$ cat src/hdl/mpr_consts.svh
`ifndef MPR_CONSTS_SVH
`define MPR_CONSTS_SVH

// Channel and bank address geometry.
`define MPR_ADDR_W       18
`define MPR_LOCAL_W      16
`define MPR_LIM_W        5
`define MPR_LIM_LSB      13
`define MPR_ROW_W        6

// Register byte offsets: one limit word per port, then mode and status.
`define MPR_OFS_LIM0     8'h00
`define MPR_OFS_LIM3     8'h0c
`define MPR_OFS_MODE     8'h10
`define MPR_OFS_STAT     8'h14

// Limit and status word fields, eight bits per limit.
`define MPR_LIM_LO0_LSB  0
`define MPR_LIM_UP0_LSB  8
`define MPR_LIM_LO1_LSB  16
`define MPR_LIM_UP1_LSB  24
`define MPR_STAT_ROW_LSB 8
`define MPR_STAT_PND_LSB 16

// Lower above upper leaves a bank unreachable until software maps it.
`define MPR_LIM_RST      32'h001f001f
`define MPR_MODE_RST     32'h00000000

// Refresh interval.
`define MPR_CLK_NS       5
`define MPR_REFRESH_NS   32000

`endif

$ cat src/hdl/mpr_pkg.sv
package mpr_pkg;

	typedef enum logic [1:0]
	{
		MPR_ILV_NONE = 2'h0,
		MPR_ILV_17   = 2'h1,
		MPR_ILV_16   = 2'h2
	} mpr_ilv_e;

	typedef enum logic [1:0]
	{
		MPR_ARB_IDLE = 2'b01,
		MPR_ARB_BUSY = 2'b10
	} mpr_arb_e;

endpackage

$ cat src/hdl/mpr_bank_arb.sv
`timescale 1ns/10ps

module mpr_bank_arb
	import mpr_pkg::*;
#(
	parameter int N = 5
)
(
	input  wire logic         clk_i,   // clock
	input  wire logic         rst_i,   // synchronous reset
	input  wire logic [N-1:0] req_i,   // requests, index 0 highest
	input  wire logic         done_i,  // storage cycle ended
	output logic      [N-1:0] gnt_o,   // one-hot grant
	output logic              start_o, // first cycle of a grant
	output logic              busy_o   // bank held
);

	mpr_arb_e       state_r;
	logic [N-1:0]   pick;

	always_comb
	begin
		pick = '0;
		for (int i = N-1; i >= 0; i--)
		begin
			if (req_i[i])
			begin
				pick = '0;
				pick[i] = 1'b1;
			end
		end
	end

	always_ff @(posedge clk_i)
	begin
		if (rst_i)
			state_r <= MPR_ARB_IDLE;
		else
		begin
			case (state_r)
				MPR_ARB_IDLE: if (|req_i) state_r <= MPR_ARB_BUSY;
				MPR_ARB_BUSY: if (done_i) state_r <= MPR_ARB_IDLE;
				default:      state_r <= MPR_ARB_IDLE;
			endcase
		end
	end

	always_ff @(posedge clk_i)
	begin
		if (rst_i)
			gnt_o <= '0;
		else if (state_r == MPR_ARB_IDLE)
			gnt_o <= pick;
		else if (done_i)
			gnt_o <= '0;
	end

	always_ff @(posedge clk_i)
	begin
		if (rst_i)
			start_o <= 1'b0;
		else
			start_o <= (state_r == MPR_ARB_IDLE) && (|req_i);
	end

	assign busy_o = (state_r == MPR_ARB_BUSY);

	a_gnt_onehot: assert property (@(posedge clk_i) disable iff (rst_i) $onehot0(gnt_o))
		else $error("bank grant not one-hot");
	a_gnt_held: assert property (@(posedge clk_i) disable iff (rst_i)
		busy_o && !done_i |=> busy_o && $stable(gnt_o))
		else $error("grant changed inside a storage cycle");
	a_refresh_first: assert property (@(posedge clk_i) disable iff (rst_i)
		!busy_o && req_i[0] |=> gnt_o[0] && start_o)
		else $error("refresh not granted first");
	a_fixed_prio: assert property (@(posedge clk_i) disable iff (rst_i)
		!busy_o && !req_i[0] && req_i[1] && req_i[2] |=> gnt_o[1] && !gnt_o[2])
		else $error("fixed priority violated");
	c_contention: cover property (@(posedge clk_i) disable iff (rst_i) !busy_o && req_i[1] && req_i[2]);

endmodule // mpr_bank_arb

$ cat src/hdl/mpr_port_decode.sv
`timescale 1ns/10ps
`include "mpr_consts.svh"

module mpr_port_decode
	import mpr_pkg::*;
#(
	parameter int NB = 2
)
(
	input  wire logic [`MPR_ADDR_W-1:0]         addr_i,  // channel address
	input  wire logic [1:0]                     mode_i,  // interleave wiring
	input  wire logic [NB*`MPR_LIM_W-1:0]       lower_i, // lower limits per bank
	input  wire logic [NB*`MPR_LIM_W-1:0]       upper_i, // upper limits per bank
	output logic      [NB-1:0]                  hit_o,   // bank range hits
	output logic      [NB*`MPR_LOCAL_W-1:0]     local_o  // bank-local addresses
);

	logic [`MPR_ADDR_W-1:0] perm;

	always_comb
	begin
		case (mode_i)
			MPR_ILV_17: perm = {addr_i[0], addr_i[17:1]};
			MPR_ILV_16: perm = {addr_i[17], addr_i[0], addr_i[16:1]};
			default:    perm = addr_i;
		endcase
	end

	genvar b;
	generate
		for (b = 0; b < NB; b++)
		begin : g_bank
			logic [`MPR_LIM_W-1:0]  lo;
			logic [`MPR_LIM_W-1:0]  up;
			logic [`MPR_ADDR_W-1:0] diff;
			assign lo   = lower_i[b*`MPR_LIM_W +: `MPR_LIM_W];
			assign up   = upper_i[b*`MPR_LIM_W +: `MPR_LIM_W];
			// An empty range (lo above up) can never pass both compares.
			assign hit_o[b] = (perm[17:13] >= lo) && (perm[17:13] <= up);
			assign diff = perm - {lo, 13'h0};
			// Ranges wider than 64K alias; software must avoid them.
			assign local_o[b*`MPR_LOCAL_W +: `MPR_LOCAL_W] = diff[`MPR_LOCAL_W-1:0];
		end
	endgenerate

endmodule // mpr_port_decode

$ cat src/hdl/mpr_router.sv
`timescale 1ns/10ps
`include "mpr_consts.svh"

// Function
// - Each bank spans 8K to 64K words, in 8K module steps, via limits.
// - Each port steers requests to a bank and forms its local address.
// - Every port reaches both banks; address range alone picks the bank.
// - Simultaneous requests to one bank are granted by fixed linear priority.
// - Channel addresses are 18 bits, reaching at most 256K words.
// - Only addresses inside a mapped range pass to the multiport memory.
// - Bits 0-12 address inside a module; bits 13-17 decode the bank.
// - Each port has per-bank lower and upper limits at 8K granularity.
// - All bank ranges are tested in parallel; a passing bank is selected.
// - Local address is channel address minus lower limit, 16 bits wide.
// - Lower limit above upper limit means that bank is never selected.
// - Limits are held per port, so views of a bank may differ.
// - Interleave moves address bit 0 to bit 17, others down one.
// - Bit 0 at 17 gives 128K bank offset; at 16 gives 64K.
// - A request to a busy bank waits until the current access ends.
// - Read has write low; data ready marks data valid after the access.
// - Refresh is the highest-priority requester and steps a 6-bit row counter.

module mpr_router
	import mpr_pkg::*;
#(
	parameter int NP             = 4,                                 // channel ports
	parameter int NB             = 2,                                 // banks per crate
	parameter int REFRESH_CYCLES = `MPR_REFRESH_NS / `MPR_CLK_NS      // refresh interval
)
(
	input  wire logic                      clk_i,        // clock, 200 MHz
	input  wire logic                      rst_i,        // synchronous reset
	input  wire logic [7:0]                wb_adr_i,     // Wishbone byte address
	input  wire logic [31:0]               wb_dat_i,     // Wishbone write data
	output logic      [31:0]               wb_dat_o,     // Wishbone read data
	input  wire logic                      wb_we_i,      // Wishbone write
	input  wire logic [3:0]                wb_sel_i,     // Wishbone byte lanes
	input  wire logic                      wb_cyc_i,     // Wishbone cycle
	input  wire logic                      wb_stb_i,     // Wishbone strobe
	output logic                           wb_ack_o,     // Wishbone acknowledge
	input  wire logic [NP-1:0]             ch_req_i,     // channel requests
	input  wire logic [NP-1:0]             ch_we_i,      // channel write, low for read
	input  wire logic [NP*`MPR_ADDR_W-1:0] ch_addr_i,    // channel addresses
	input  wire logic [NP*18-1:0]          ch_wdata_i,   // channel write data
	output logic      [NP-1:0]             ch_accept_o,  // address accepted pulse
	output logic      [NP-1:0]             ch_ack_o,     // data ready pulse
	output logic      [NP*18-1:0]          ch_rdata_o,   // channel read data
	output logic      [NB-1:0]             bank_cyc_o,   // storage cycle active
	output logic      [NB-1:0]             bank_we_o,    // storage write
	output logic      [NB-1:0]             bank_rfsh_o,  // storage cycle is refresh
	output logic      [NB*`MPR_LOCAL_W-1:0] bank_addr_o, // bank-local address
	output logic      [NB*18-1:0]          bank_wdata_o, // storage write data
	output logic      [`MPR_ROW_W-1:0]     bank_row_o,   // refresh row
	input  wire logic [NB-1:0]             bank_done_i,  // storage cycle ended
	input  wire logic [NB*18-1:0]          bank_rdata_i  // storage read data
);

	localparam int CW = $clog2(REFRESH_CYCLES + 1);
	localparam int NR = NP + 1;

	////////////////////////////////////////////////////////////////////////
	// Register file.

	logic [31:0]             lim_r [NP];
	logic [31:0]             mode_r;
	logic [31:0]             wmask;
	logic                    wb_hit;
	logic [NB-1:0]           pend_r;
	logic [`MPR_ROW_W-1:0]   row_r;
	logic [NB-1:0]           arb_busy;

	assign wb_hit = wb_cyc_i && wb_stb_i && !wb_ack_o;
	assign wmask  = {{8{wb_sel_i[3]}}, {8{wb_sel_i[2]}}, {8{wb_sel_i[1]}}, {8{wb_sel_i[0]}}};

	always_ff @(posedge clk_i)
	begin
		if (rst_i)
			wb_ack_o <= 1'b0;
		else
			wb_ack_o <= wb_hit;
	end

	// Limits are kept per port so each channel can see its own map.
	genvar p;
	generate
		for (p = 0; p < NP; p++)
		begin : g_lim
			always_ff @(posedge clk_i)
			begin
				if (rst_i)
					lim_r[p] <= `MPR_LIM_RST;
				else if (wb_hit && wb_we_i && wb_adr_i == `MPR_OFS_LIM0 + 8'(4*p))
					lim_r[p] <= (lim_r[p] & ~wmask) | (wb_dat_i & wmask);
			end
		end
	endgenerate

	always_ff @(posedge clk_i)
	begin
		if (rst_i)
			mode_r <= `MPR_MODE_RST;
		else if (wb_hit && wb_we_i && wb_adr_i == `MPR_OFS_MODE)
			mode_r <= (mode_r & ~wmask) | (wb_dat_i & wmask);
	end

	// Unmapped addresses are acknowledged and read as zero.
	always_ff @(posedge clk_i)
	begin
		if (rst_i)
			wb_dat_o <= '0;
		else if (wb_hit && !wb_we_i)
		begin
			if (wb_adr_i <= `MPR_OFS_LIM3 && wb_adr_i[1:0] == 2'h0)
				wb_dat_o <= lim_r[wb_adr_i[3:2]];
			else if (wb_adr_i == `MPR_OFS_MODE)
				wb_dat_o <= mode_r;
			else if (wb_adr_i == `MPR_OFS_STAT)
				wb_dat_o <= 32'(arb_busy) | (32'(row_r) << `MPR_STAT_ROW_LSB) | (32'(pend_r) << `MPR_STAT_PND_LSB);
			else
				wb_dat_o <= '0;
		end
	end

	////////////////////////////////////////////////////////////////////////
	// Port address decoding.

	logic [NB-1:0]             hit    [NP];
	logic [NB*`MPR_LOCAL_W-1:0] local_a [NP];
	logic [NP-1:0]             hit_any;
	logic [NP-1:0]             tgt;
	logic [NP-1:0]             served_r;
	logic [NP-1:0]             port_req;

	generate
		for (p = 0; p < NP; p++)
		begin : g_port
			mpr_port_decode #(
				.NB      (NB)
			) u_dec (
				.addr_i  (ch_addr_i[p*`MPR_ADDR_W +: `MPR_ADDR_W]),
				.mode_i  (mode_r[2*p +: 2]),
				.lower_i ({lim_r[p][`MPR_LIM_LO1_LSB +: `MPR_LIM_W], lim_r[p][`MPR_LIM_LO0_LSB +: `MPR_LIM_W]}),
				.upper_i ({lim_r[p][`MPR_LIM_UP1_LSB +: `MPR_LIM_W], lim_r[p][`MPR_LIM_UP0_LSB +: `MPR_LIM_W]}),
				.hit_o   (hit[p]),
				.local_o (local_a[p])
			);
			assign hit_any[p]  = |hit[p];
			// Bank 0 wins if software maps both banks over the same range.
			assign tgt[p]      = !hit[p][0];
			// A served port must drop its request before it may ask again.
			assign port_req[p] = ch_req_i[p] && !served_r[p] && hit_any[p];
		end
	endgenerate

	////////////////////////////////////////////////////////////////////////
	// Refresh timer and row counter.

	logic [CW-1:0] tick_cnt_r;
	logic          tick;

	assign tick = (tick_cnt_r == CW'(REFRESH_CYCLES - 1));

	always_ff @(posedge clk_i)
	begin
		if (rst_i)
			tick_cnt_r <= '0;
		else if (tick)
			tick_cnt_r <= '0;
		else
			tick_cnt_r <= tick_cnt_r + 1'b1;
	end

	always_ff @(posedge clk_i)
	begin
		if (rst_i)
			row_r <= '0;
		else if (tick)
			row_r <= row_r + 1'b1;
	end

	assign bank_row_o = row_r;

	////////////////////////////////////////////////////////////////////////
	// Banks: arbitration and storage cycle.

	logic [NR-1:0] gnt   [NB];
	logic [NB-1:0] start;
	logic [NB-1:0] done;

	genvar b;
	generate
		for (b = 0; b < NB; b++)
		begin : g_bank
			logic [NR-1:0] req;

			for (p = 0; p < NP; p++)
			begin : g_req
				assign req[p+1] = port_req[p] && (tgt[p] == 1'(b));
			end
			assign req[0]  = pend_r[b];
			assign done[b] = bank_done_i[b] && bank_cyc_o[b];

			mpr_bank_arb #(
				.N       (NR)
			) u_arb (
				.clk_i   (clk_i),
				.rst_i   (rst_i),
				.req_i   (req),
				.done_i  (done[b]),
				.gnt_o   (gnt[b]),
				.start_o (start[b]),
				.busy_o  (arb_busy[b])
			);

			// A new tick wins over the clear of the refresh just finished.
			always_ff @(posedge clk_i)
			begin
				if (rst_i)
					pend_r[b] <= 1'b0;
				else if (tick)
					pend_r[b] <= 1'b1;
				else if (done[b] && bank_rfsh_o[b])
					pend_r[b] <= 1'b0;
			end

			always_ff @(posedge clk_i)
			begin
				if (rst_i)
					bank_cyc_o[b] <= 1'b0;
				else if (start[b])
					bank_cyc_o[b] <= 1'b1;
				else if (done[b])
					bank_cyc_o[b] <= 1'b0;
			end

			// The channel holds its request, so sampling one cycle after grant is safe.
			always_ff @(posedge clk_i)
			begin
				if (rst_i)
				begin
					bank_we_o[b]   <= 1'b0;
					bank_rfsh_o[b] <= 1'b0;
					bank_addr_o[b*`MPR_LOCAL_W +: `MPR_LOCAL_W] <= '0;
					bank_wdata_o[b*18 +: 18] <= '0;
				end
				else if (start[b])
				begin
					bank_we_o[b]   <= 1'b0;
					bank_rfsh_o[b] <= gnt[b][0];
					bank_addr_o[b*`MPR_LOCAL_W +: `MPR_LOCAL_W] <= '0;
					bank_wdata_o[b*18 +: 18] <= '0;
					for (int i = 0; i < NP; i++)
					begin
						if (gnt[b][i+1])
						begin
							bank_we_o[b] <= ch_we_i[i];
							bank_addr_o[b*`MPR_LOCAL_W +: `MPR_LOCAL_W] <= local_a[i][b*`MPR_LOCAL_W +: `MPR_LOCAL_W];
							bank_wdata_o[b*18 +: 18] <= ch_wdata_i[i*18 +: 18];
						end
					end
				end
			end
		end
	endgenerate

	////////////////////////////////////////////////////////////////////////
	// Channel answers.

	generate
		for (p = 0; p < NP; p++)
		begin : g_ans
			logic acc;
			logic fin;
			logic [17:0] rd;

			always_comb
			begin
				acc = 1'b0;
				fin = 1'b0;
				rd  = '0;
				for (int j = 0; j < NB; j++)
				begin
					if (gnt[j][p+1] && start[j])
						acc = 1'b1;
					if (gnt[j][p+1] && done[j])
					begin
						fin = 1'b1;
						rd  = bank_rdata_i[j*18 +: 18];
					end
				end
			end

			always_ff @(posedge clk_i)
			begin
				if (rst_i)
				begin
					ch_accept_o[p] <= 1'b0;
					ch_ack_o[p]    <= 1'b0;
				end
				else
				begin
					ch_accept_o[p] <= acc;
					ch_ack_o[p]    <= fin;
				end
			end

			always_ff @(posedge clk_i)
			begin
				if (rst_i)
					ch_rdata_o[p*18 +: 18] <= '0;
				else if (fin && !ch_we_i[p])
					ch_rdata_o[p*18 +: 18] <= rd;
			end

			always_ff @(posedge clk_i)
			begin
				if (rst_i)
					served_r[p] <= 1'b0;
				else if (fin)
					served_r[p] <= 1'b1;
				else if (!ch_req_i[p])
					served_r[p] <= 1'b0;
			end

			a_ack_needs_hit: assert property (@(posedge clk_i) disable iff (rst_i)
				ch_req_i[p] && !hit_any[p] |=> !ch_accept_o[p])
				else $error("unmapped request was accepted");
		end
	endgenerate

	////////////////////////////////////////////////////////////////////////
	// Checks.

	a_row_step: assert property (@(posedge clk_i) disable iff (rst_i)
		tick |=> row_r == $past(row_r) + 6'h01 && pend_r == {NB{1'b1}})
		else $error("refresh tick did not step the row counter");
	a_empty_bank: assert property (@(posedge clk_i) disable iff (rst_i)
		lim_r[0][4:0] > lim_r[0][12:8] |-> !hit[0][0])
		else $error("empty range selected a bank");
	a_wb_ack_once: assert property (@(posedge clk_i) disable iff (rst_i)
		wb_ack_o |=> !wb_ack_o)
		else $error("bus ack held longer than one cycle");
	a_bank_addr: assert property (@(posedge clk_i) disable iff (rst_i)
		start[0] && gnt[0][1] |=> bank_addr_o[15:0] == 16'($past(local_a[0][15:0])))
		else $error("bank address not taken from port decoder");

	c_refresh: cover property (@(posedge clk_i) disable iff (rst_i) start[0] && gnt[0][0]);
	c_ack: cover property (@(posedge clk_i) disable iff (rst_i) ch_ack_o[0]);
	c_ilv: cover property (@(posedge clk_i) disable iff (rst_i) mode_r[1:0] == MPR_ILV_17 && ch_ack_o[0]);

endmodule // mpr_router

$ cat config.mk
export PLATFORM = sky130hd
export DESIGN_NAME = mpr_router
export DESIGN_NICKNAME = d
export VERILOG_FILES = /design/src/hdl/mpr_pkg.sv /design/src/hdl/mpr_bank_arb.sv /design/src/hdl/mpr_port_decode.sv /design/src/hdl/mpr_router.sv
export VERILOG_INCLUDE_DIRS = /design/src /design/src/hdl
export SDC_FILE = /design/constraint.sdc
export NUM_CORES = 1
export LEC_CHECK = 0
export ABC_AREA = 1
export BUFFER_PORTS_ARGS = -buffer_cell sky130_fd_sc_hd__buf_2
export CORE_MARGIN = 2
export CORE_UTILIZATION = 35
export CTS_CLUSTER_SIZE = 28
export DETAILED_ROUTE_END_ITERATION = 12
export GPL_ROUTABILITY_DRIVEN = 0
export GPL_TIMING_DRIVEN = 0
export MAX_ROUTING_LAYER = met4
export SETUP_SLACK_MARGIN = 0.4
export SLEW_MARGIN = 10
export SYNTH_ARGS = -nofsm -noshare
export SYNTH_HDL_FRONTEND = slang
export SYNTH_SLANG_ARGS = --single-unit
$ cat constraint.sdc
create_clock -name clk_i -period 4.9 [get_ports clk_i]
set_input_delay 0.98 -clock clk_i [delete_from_list [all_inputs] [get_ports clk_i]]
set_output_delay 0.98 -clock clk_i [all_outputs]
set_load 0.05 [all_outputs]
## Word level (Yosys, flattened, before mapping)

Memory sizes are Yosys's and may differ from the RTL's.
Index checks and enable logic that the tools add are counted.

| storage, ports and cells | value |
|---|---|
| output and inout port bits | 193 |
| bits of input ports | 239 |
| memory bits (writable) | 128 |
| bits in registers | 260 |
| memories kept | 1 |
| logic and storage cells | 311 |

Memory list:

| memory | words | bits a word | rd ports | clocked after Yosys merged registers in | write ports | line | text |
|---|---|---|---|---|---|---|---|
| lim_r | 4 | 32 | 5 | 0 | 4 | mpr_router.sv:64 | `logic [31:0] lim_r [NP];` |

| cells by class | value |
|---|---|
| equal/unequal tests | 26 |
| bitwise gates (word level) | 18 |
| reductions and logical operators | 91 |
| mux-type cells | 109 |
| $lt $le $gt $ge | 17 |
| add/subtract/negate cells | 10 |

Operator list:

| operator | number |
|---|---|
| 18-bit 2-to-1 mux | 17 |
| 32-bit bitwise AND | 6 |
| 32-bit 2-to-1 mux | 6 |
| 32-bit bitwise OR | 5 |
| 18-bit one-hot mux with 2 select lines | 4 |
| 16-bit 2-to-1 mux | 8 |
| 16-bit subtractor | 8 |
| 5-bit 2-to-1 mux | 14 |
| 1-bit logical AND | 60 |
| 1-bit 2-to-1 mux | 54 |
| 5-bit greater-or-equal comparator | 8 |
| 5-bit less-or-equal comparator | 8 |
| 32-bit inverter | 1 |
| 14-bit by 18-bit bitwise OR with 18-bit output | 1 |
| 8-bit by 4-bit equality test with 1-bit output (second input constant) | 2 |
| 8-bit by 5-bit equality test with 1-bit output (second input constant) | 2 |
| 1-bit zero test | 14 |
| 2-bit by 14-bit bitwise OR with 14-bit output | 1 |
| 13-bit by 1-bit adder with 13-bit output (second input constant) | 1 |
| 13-bit equality test (second input constant) | 1 |
| 2-bit by 1-bit equality test with 1-bit output (second input constant) | 6 |
| 2-bit equality test (second input constant) | 6 |
| 2-bit by 1-bit inequality test with 1-bit output (second input constant) | 6 |
| 2-bit nonzero test | 6 |
| other kinds (12) | 26 |

## Logic depth before layout (Yosys ltp)

| depth | value |
|---|---|
| word-level depth | 13 |
| mapped depth | 22 |
| depth with buffers taken out | 20 |

## Hierarchy

Synthesis repeated with hierarchy kept, for this count alone.

| unflattened totals | value |
|---|---|
| cells, all modules | 3414 |
| area total of the unflattened synthesis | 24145.7 µm² |

By module, submodules not included:

| module | times used | area each (µm²) | cells each | seq. area each (µm²) |
|---|---|---|---|---|
| mpr_router | 1 | 19077.0 | 2608 | 8728.4 |
| mpr_port_decode (g_port[0].u_dec ...) | 3 | 1101.1 | 178 | 0.0 |
| mpr_port_decode (g_port[2].u_dec) | 1 | 1104.8 | 178 | 0.0 |
| mpr_bank_arb | 2 | 330.3 | 47 | 160.2 |

## Worst setup path before layout

No wires, ideal clock.

| path | value |
|---|---|
| kind | input port to flip-flop |
| start | in wb_adr_i[1] |
| end | mem lim_r[0][0], enable pin |
| data required time | 4.434 ns |
| cell stages on the path | 6 |
| arrival time | 3.859 ns |
| setup time | 0.466 ns |
| buffers on the path | 0 |
| setup slack | 0.575 ns |
| path through | or2_4 -> inv_2 -> nand2_1 -> nor2_1 -> inv_2 -> o21ai_0 |

RTL lines:

| item | line | text |
|---|---|---|
| start: declaration | mpr_router.sv:33 | `input wire logic [7:0] wb_adr_i,` |
| end: declaration | mpr_router.sv:64 |  |

==> key figures <==
STA
  • Endpoints failing setup: 0
  • Measured slew at the worst slew-check pin: 1.33 ns
  • Setup repair after global routing missed its margin: no
  • Peak Freq: approximately 0.24 GHz
  • Final critical-path required period: between 4 and 5 ns
  • Final Slew Violations: 0
  • Final worst path period share: approximately 85%
  • Setup clock skew after layout: 0.0245 ns
  • Hold Vio Cnt, Final: 0
  • Worst rel slew slack: 10.8%

Critical path
  • Critical register-to-register path endpoint: g_bank[1].u_arb.gnt_o[4]$_SDFFE_PP0P_
  • Critical-path top delay cell: a21boi_0
  • Crit-path most repeated cell: nand3_1
  • Data arrival time at the worst-slack endpoint: 4.68 ns
  • Kind of start point of the critical path: flip-flop
  • Worst-path cell chain: inv_1, ha_1, buf_2, clkinv_1, clkbuf_1, nand3_1, a21boi_0, ha_1, inv_1, nand2_1, nand3_1, a21boi_0, nand3_1, inv_1, nand3_1, a21oi_1
  • Category of the worst setup path capture point: flip-flop
  • Max stage delay on crit path: 1.03 ns
  • Cell type group with the largest total delay on the critical path: compound AO/OA/AOI/OAI gates
  • Bufs and invs on worst path: 6
  • Critical path depth in cells: 16
  • Register-to-register setup slack: around 0.73 ns
  • Worst reg2reg path depth: 16
  • Largest fanout on the critical path: 10
  • Data required time at the worst endpoint: 5.41 ns
  • Path type of the worst setup path: flip-flop to flip-flop

Place
  • Number of port buffers: 429
  • Cell area after placement: around 25000 µm²
  • Detailed-placement wirelength estimate: 74.3 mm

Clocking
  • Clock latency at the later pin of the worst-skew pair: approximately 0.60 ns
  • Master cell of the clock root buffer: clkbuf_16
  • H-Tree Level Count: 2
  • Number of buffers inserted during clock tree synthesis: between 40 and 50
  • Clock Pin Slew Worst Setup and Hold Paths: 0.06 ns
  • TritonCTS clock tree: built
  • Setup fix buffers added after clock tree synthesis: 0
  • Clock tree buffer depth: 3
  • Num Clock Sinks: 388
  • Number of gates resized after CTS: 0
  • Cts-stage hold buffer count: 0

Routing
  • Total length of routed wires: between 90 and 100 mm
  • Post-DRT Antenna Nets: 0
  • Iteration-0 DRC count of the detailed router: approximately 2800
  • Mean routed wirelength per cell: approximately 22 µm
  • Via count of the routed design: about 23000
  • Detailed-routing iteration count for the pre-antenna-repair pass: 6
  • Drt via density: roughly 5.4
  • Residual DRC: 0

Power
  • Total power draw: between 7 and 8 mW
  • Internal cell power: 5.64 mW
  • PD cells: roughly 290 nW/µm²
  • Comb pwr share: between 10% and 20%
  • Worst IR Drop VDD: ~0.22 mV
  • Leakage power total: 12.0 nW
  • Share of total power in sequential cells: about 44%
  • Switching portion of total power: around a quarter
  • NetSw: between 2 and 2.5 mW
  • Clock network fraction of total power: 45.9%

Floorplan
  • Die X-Extent: 255 µm
  • Initial core utilization: between 30% and 40%
  • Core Box Area: slightly above 60000 µm²
  • Number of top-level pins: roughly 430
  • Number of rows in the core area: 91
  • Area enclosed by the die boundary: about 65000 µm²
  • Height of the die: around 250 µm

GRT
  • Gr usage total: between 20% and 30%
  • Maximum number of pins on one net before global-route repair: 23
  • Sum of overflow across all layers after global routing: 0
  • Number of antenna violations at the first check in global routing: 7
  • Global-route wire length before repair: 135 mm
  • Vias in the first global route: between 20000 and 25000

Synth
  • Average instance area after synthesis: approximately 7.6 µm²
  • Sequential area share after synthesis: between 40 and 50%
  • Number of register bits inferred by synthesis: 388
  • Mapped Area: 22000 µm²
  • Fraction of registers with async set/reset: 0%
  • Number of synthesized flops with an enable pin: approximately 130
  • Number of warnings issued by yosys: 0
  • Post-Synthesis Cells: ~2900
  • Dominant synthesized flop cell: dfxtp_1
  • Post-synthesis cell type count: 58
  • Number of nets produced by synthesis: 3210

Cells and area
  • Total area of multi-input combinational cells: 10800 µm²
  • Synth-to-layout area growth: 22.4%
  • Fraction of final layout cells sized beyond drive strength 1: 20.0%
  • Layout filler cell count: between 6000 and 7000
  • Number of nets in the final layout: between 3000 and 4000
  • Post-route cell area: about 27000 µm²
  • Sequential Area: just over 9000 µm²

Worst hold path
  • Worst Min Path Start: tick_cnt_r[0]$_SDFF_PP0_
  • Cell depth of the worst hold path: 1
  • Worst min-delay path endpoint: tick_cnt_r[0]$_SDFF_PP0_
  • Type of the worst min-delay path: flip-flop to flip-flop

Job
  • Number of maximum-capacitance violations: 0

Status
  • Result of the run: finished, final reports clean
[state kept, by name (all words and copies together) (netlist names), 4 cells and up, named ones only]
name,count
bank_row_o,6
ch_accept_o,4
bank_wdata_o,36
tick_cnt_r,13
lim_r,128
bank_addr_o,32
g_bank.u_arb.state_r,4
g_bank.u_arb.gnt_o,10
ch_rdata_o,72
ch_ack_o,4
wb_dat_o,32
served_r,4
[synthesized netlist by cell type, types with 8 or more instances]
library cell	instances	area share, %
a22oi_1	49	1.7
o2111ai_1	25	1.0
nand2_2	11	0.31
fa_1	8	0.73
nor2_1	198	3.4
a31oi_1	50	1.4
o21ai_1	18	0.41
buf_4	10	0.34
nor3_1	14	0.32
buf_1	14	0.24
o211ai_1	90	3.1
nor2_4	8	0.41
o221ai_1	40	1.6
nand3_1	144	3.3
nand2_1	626	11
edfxtp_1	128	17
o21ai_0	138	3.1
nand4_1	12	0.34
inv_2	30	0.51
ha_1	90	5.1
buf_6	18	0.92
a21boi_0	11	0.38
inv_1	303	5.2
clkbuf_1	79	1.3
buf_2	55	1.3
o22ai_1	39	1.1
a21oi_1	331	7.5
dfxtp_1	260	24
[worst reg2reg max path: cells and delay by family (launching register included)]
kind / cells / cell delay (ns)
and+or+nand+nor: 5 / 0.52
buffers and inverters: 6 / 1.05
DFF: 1 / 0.33
AOI/OAI and AO/OA: 3 / 1.55
adders and majority gates: 2 / 0.64
[through the flow]
step	utilization [%]	setup TNS (ns)	std cells	hold slack (ns)	worst slack, ns
6_report	43.4	0	4237	0.445	0.734
5_1_grt	43.4	0	4236	0.464	0.561
4_1_cts	43.4	0	4229	0.448	0.889
3_5_place_dp	40.9	0	4144	0.437	0.898
3_3_place_gp	40.6	-223.81	4139	0.435	-2.01
2_1_floorplan	-	0	2873	0.418	0.575
[how the worst max path moves through the flow]
| stage | from | end | slack, ns |
|---|---|---|---|
| after floorplan | wb_adr_i[1] | lim_r[0][0]$_SDFFCE_PN1P_ | 0.58 |
| after global placement | wb_adr_i[1] | lim_r[2][23]$_SDFFCE_PN0P_ | -2.01 |
| after detailed placement | flip-flop | g_bank[1].u_arb.gnt_o[4]$_SDFFE_PP0P_ | 0.90 |
| after CTS | flip-flop | g_bank[1].u_arb.gnt_o[4]$_SDFFE_PP0P_ | 0.89 |
| after global routing | flip-flop | g_bank[1].u_arb.gnt_o[4]$_SDFFE_PP0P_ | 0.56 |
| final | flip-flop | g_bank[1].u_arb.gnt_o[4]$_SDFFE_PP0P_ | 0.73 |
[cell type report]
type / count / share of cell area (%)
Antenna cell: 8 / 0.0744
Timing Repair Buffer: 434 / 8.37
Sequential cell: 388 / 33.6
Tap cell: 837 / 3.89
Multi-Input combinational cell: 1972 / 40.2
Clock buffer: 67 / 5.26
Inverter: 337 / 4.71
Clock inverter: 18 / 0.512
Buffer: 176 / 3.35
[logic make-up (layout without fill, tap and decap cells)]
family | Yosys count | count (layout) | synth area share [%]
AO/OA/AOI/OAI | 824 | 824 | 22.7
XOR/XNOR | 7 | 7 | 0.279
adder cells (fa/ha/maj) | 98 | 98 | 5.85
buffers and inverters | 513 | 1032 | 9.87
flip-flops | 388 | 388 | 41.2
other | 0 | 8 | 0
AND/OR/NAND/NOR | 1043 | 1043 | 20.1
[power by group through the flow]
stage / clock (mW) / sequential, mW / combinational (mW)
final: 3.52 / 3.38 / 0.771
after floorplan: 0 / 3.48 / 0.352
after global placement: 0 / 3.46 / 0.738
after global routing: 3.69 / 3.38 / 0.828
after detailed placement: 0 / 3.45 / 0.754
after CTS: 3.55 / 3.38 / 0.758
[metal layers]
metal,GRT usage (%),up-vias,routed length (µm)
met5,-,-,0
met4,9.46,0,3160
met3,5.14,161,8240
met2,47.5,1130,44800
met1,36.0,10800,38500
li1,-,10900,-
[placed cells by master (no fill, tap or decap), types with 6 or more instances in the layout]
| master | count |
|---|---|
| a31oi_1 | 50 |
| nor2_1 | 198 |
| o21ai_1 | 19 |
| diode_2 | 8 |
| a22oi_1 | 49 |
| nand2_2 | 11 |
| buf_2 | 484 |
| nor3_1 | 14 |
| a21oi_1 | 331 |
| o211ai_1 | 90 |
| a21boi_0 | 10 |
| nor2_4 | 8 |
| ha_1 | 90 |
| nand4_1 | 12 |
| fa_1 | 8 |
| clkbuf_1 | 85 |
| buf_1 | 14 |
| nand2_1 | 626 |
| inv_1 | 303 |
| buf_6 | 18 |
| buf_4 | 11 |
| a21boi_1 | 6 |
| inv_2 | 30 |
| o2111ai_1 | 25 |
| nand3_1 | 144 |
| o21ai_0 | 133 |
| clkbuf_8 | 12 |
| edfxtp_1 | 128 |
| clkinv_1 | 7 |
| dfxtp_1 | 260 |
| clkbuf_16 | 49 |
| o22ai_1 | 39 |
| clkinv_2 | 10 |
| o221ai_1 | 40 |
| nand2_4 | 7 |
| a211oi_1 | 7 |
Note: power is estimated with default switching activity, not from simulation.
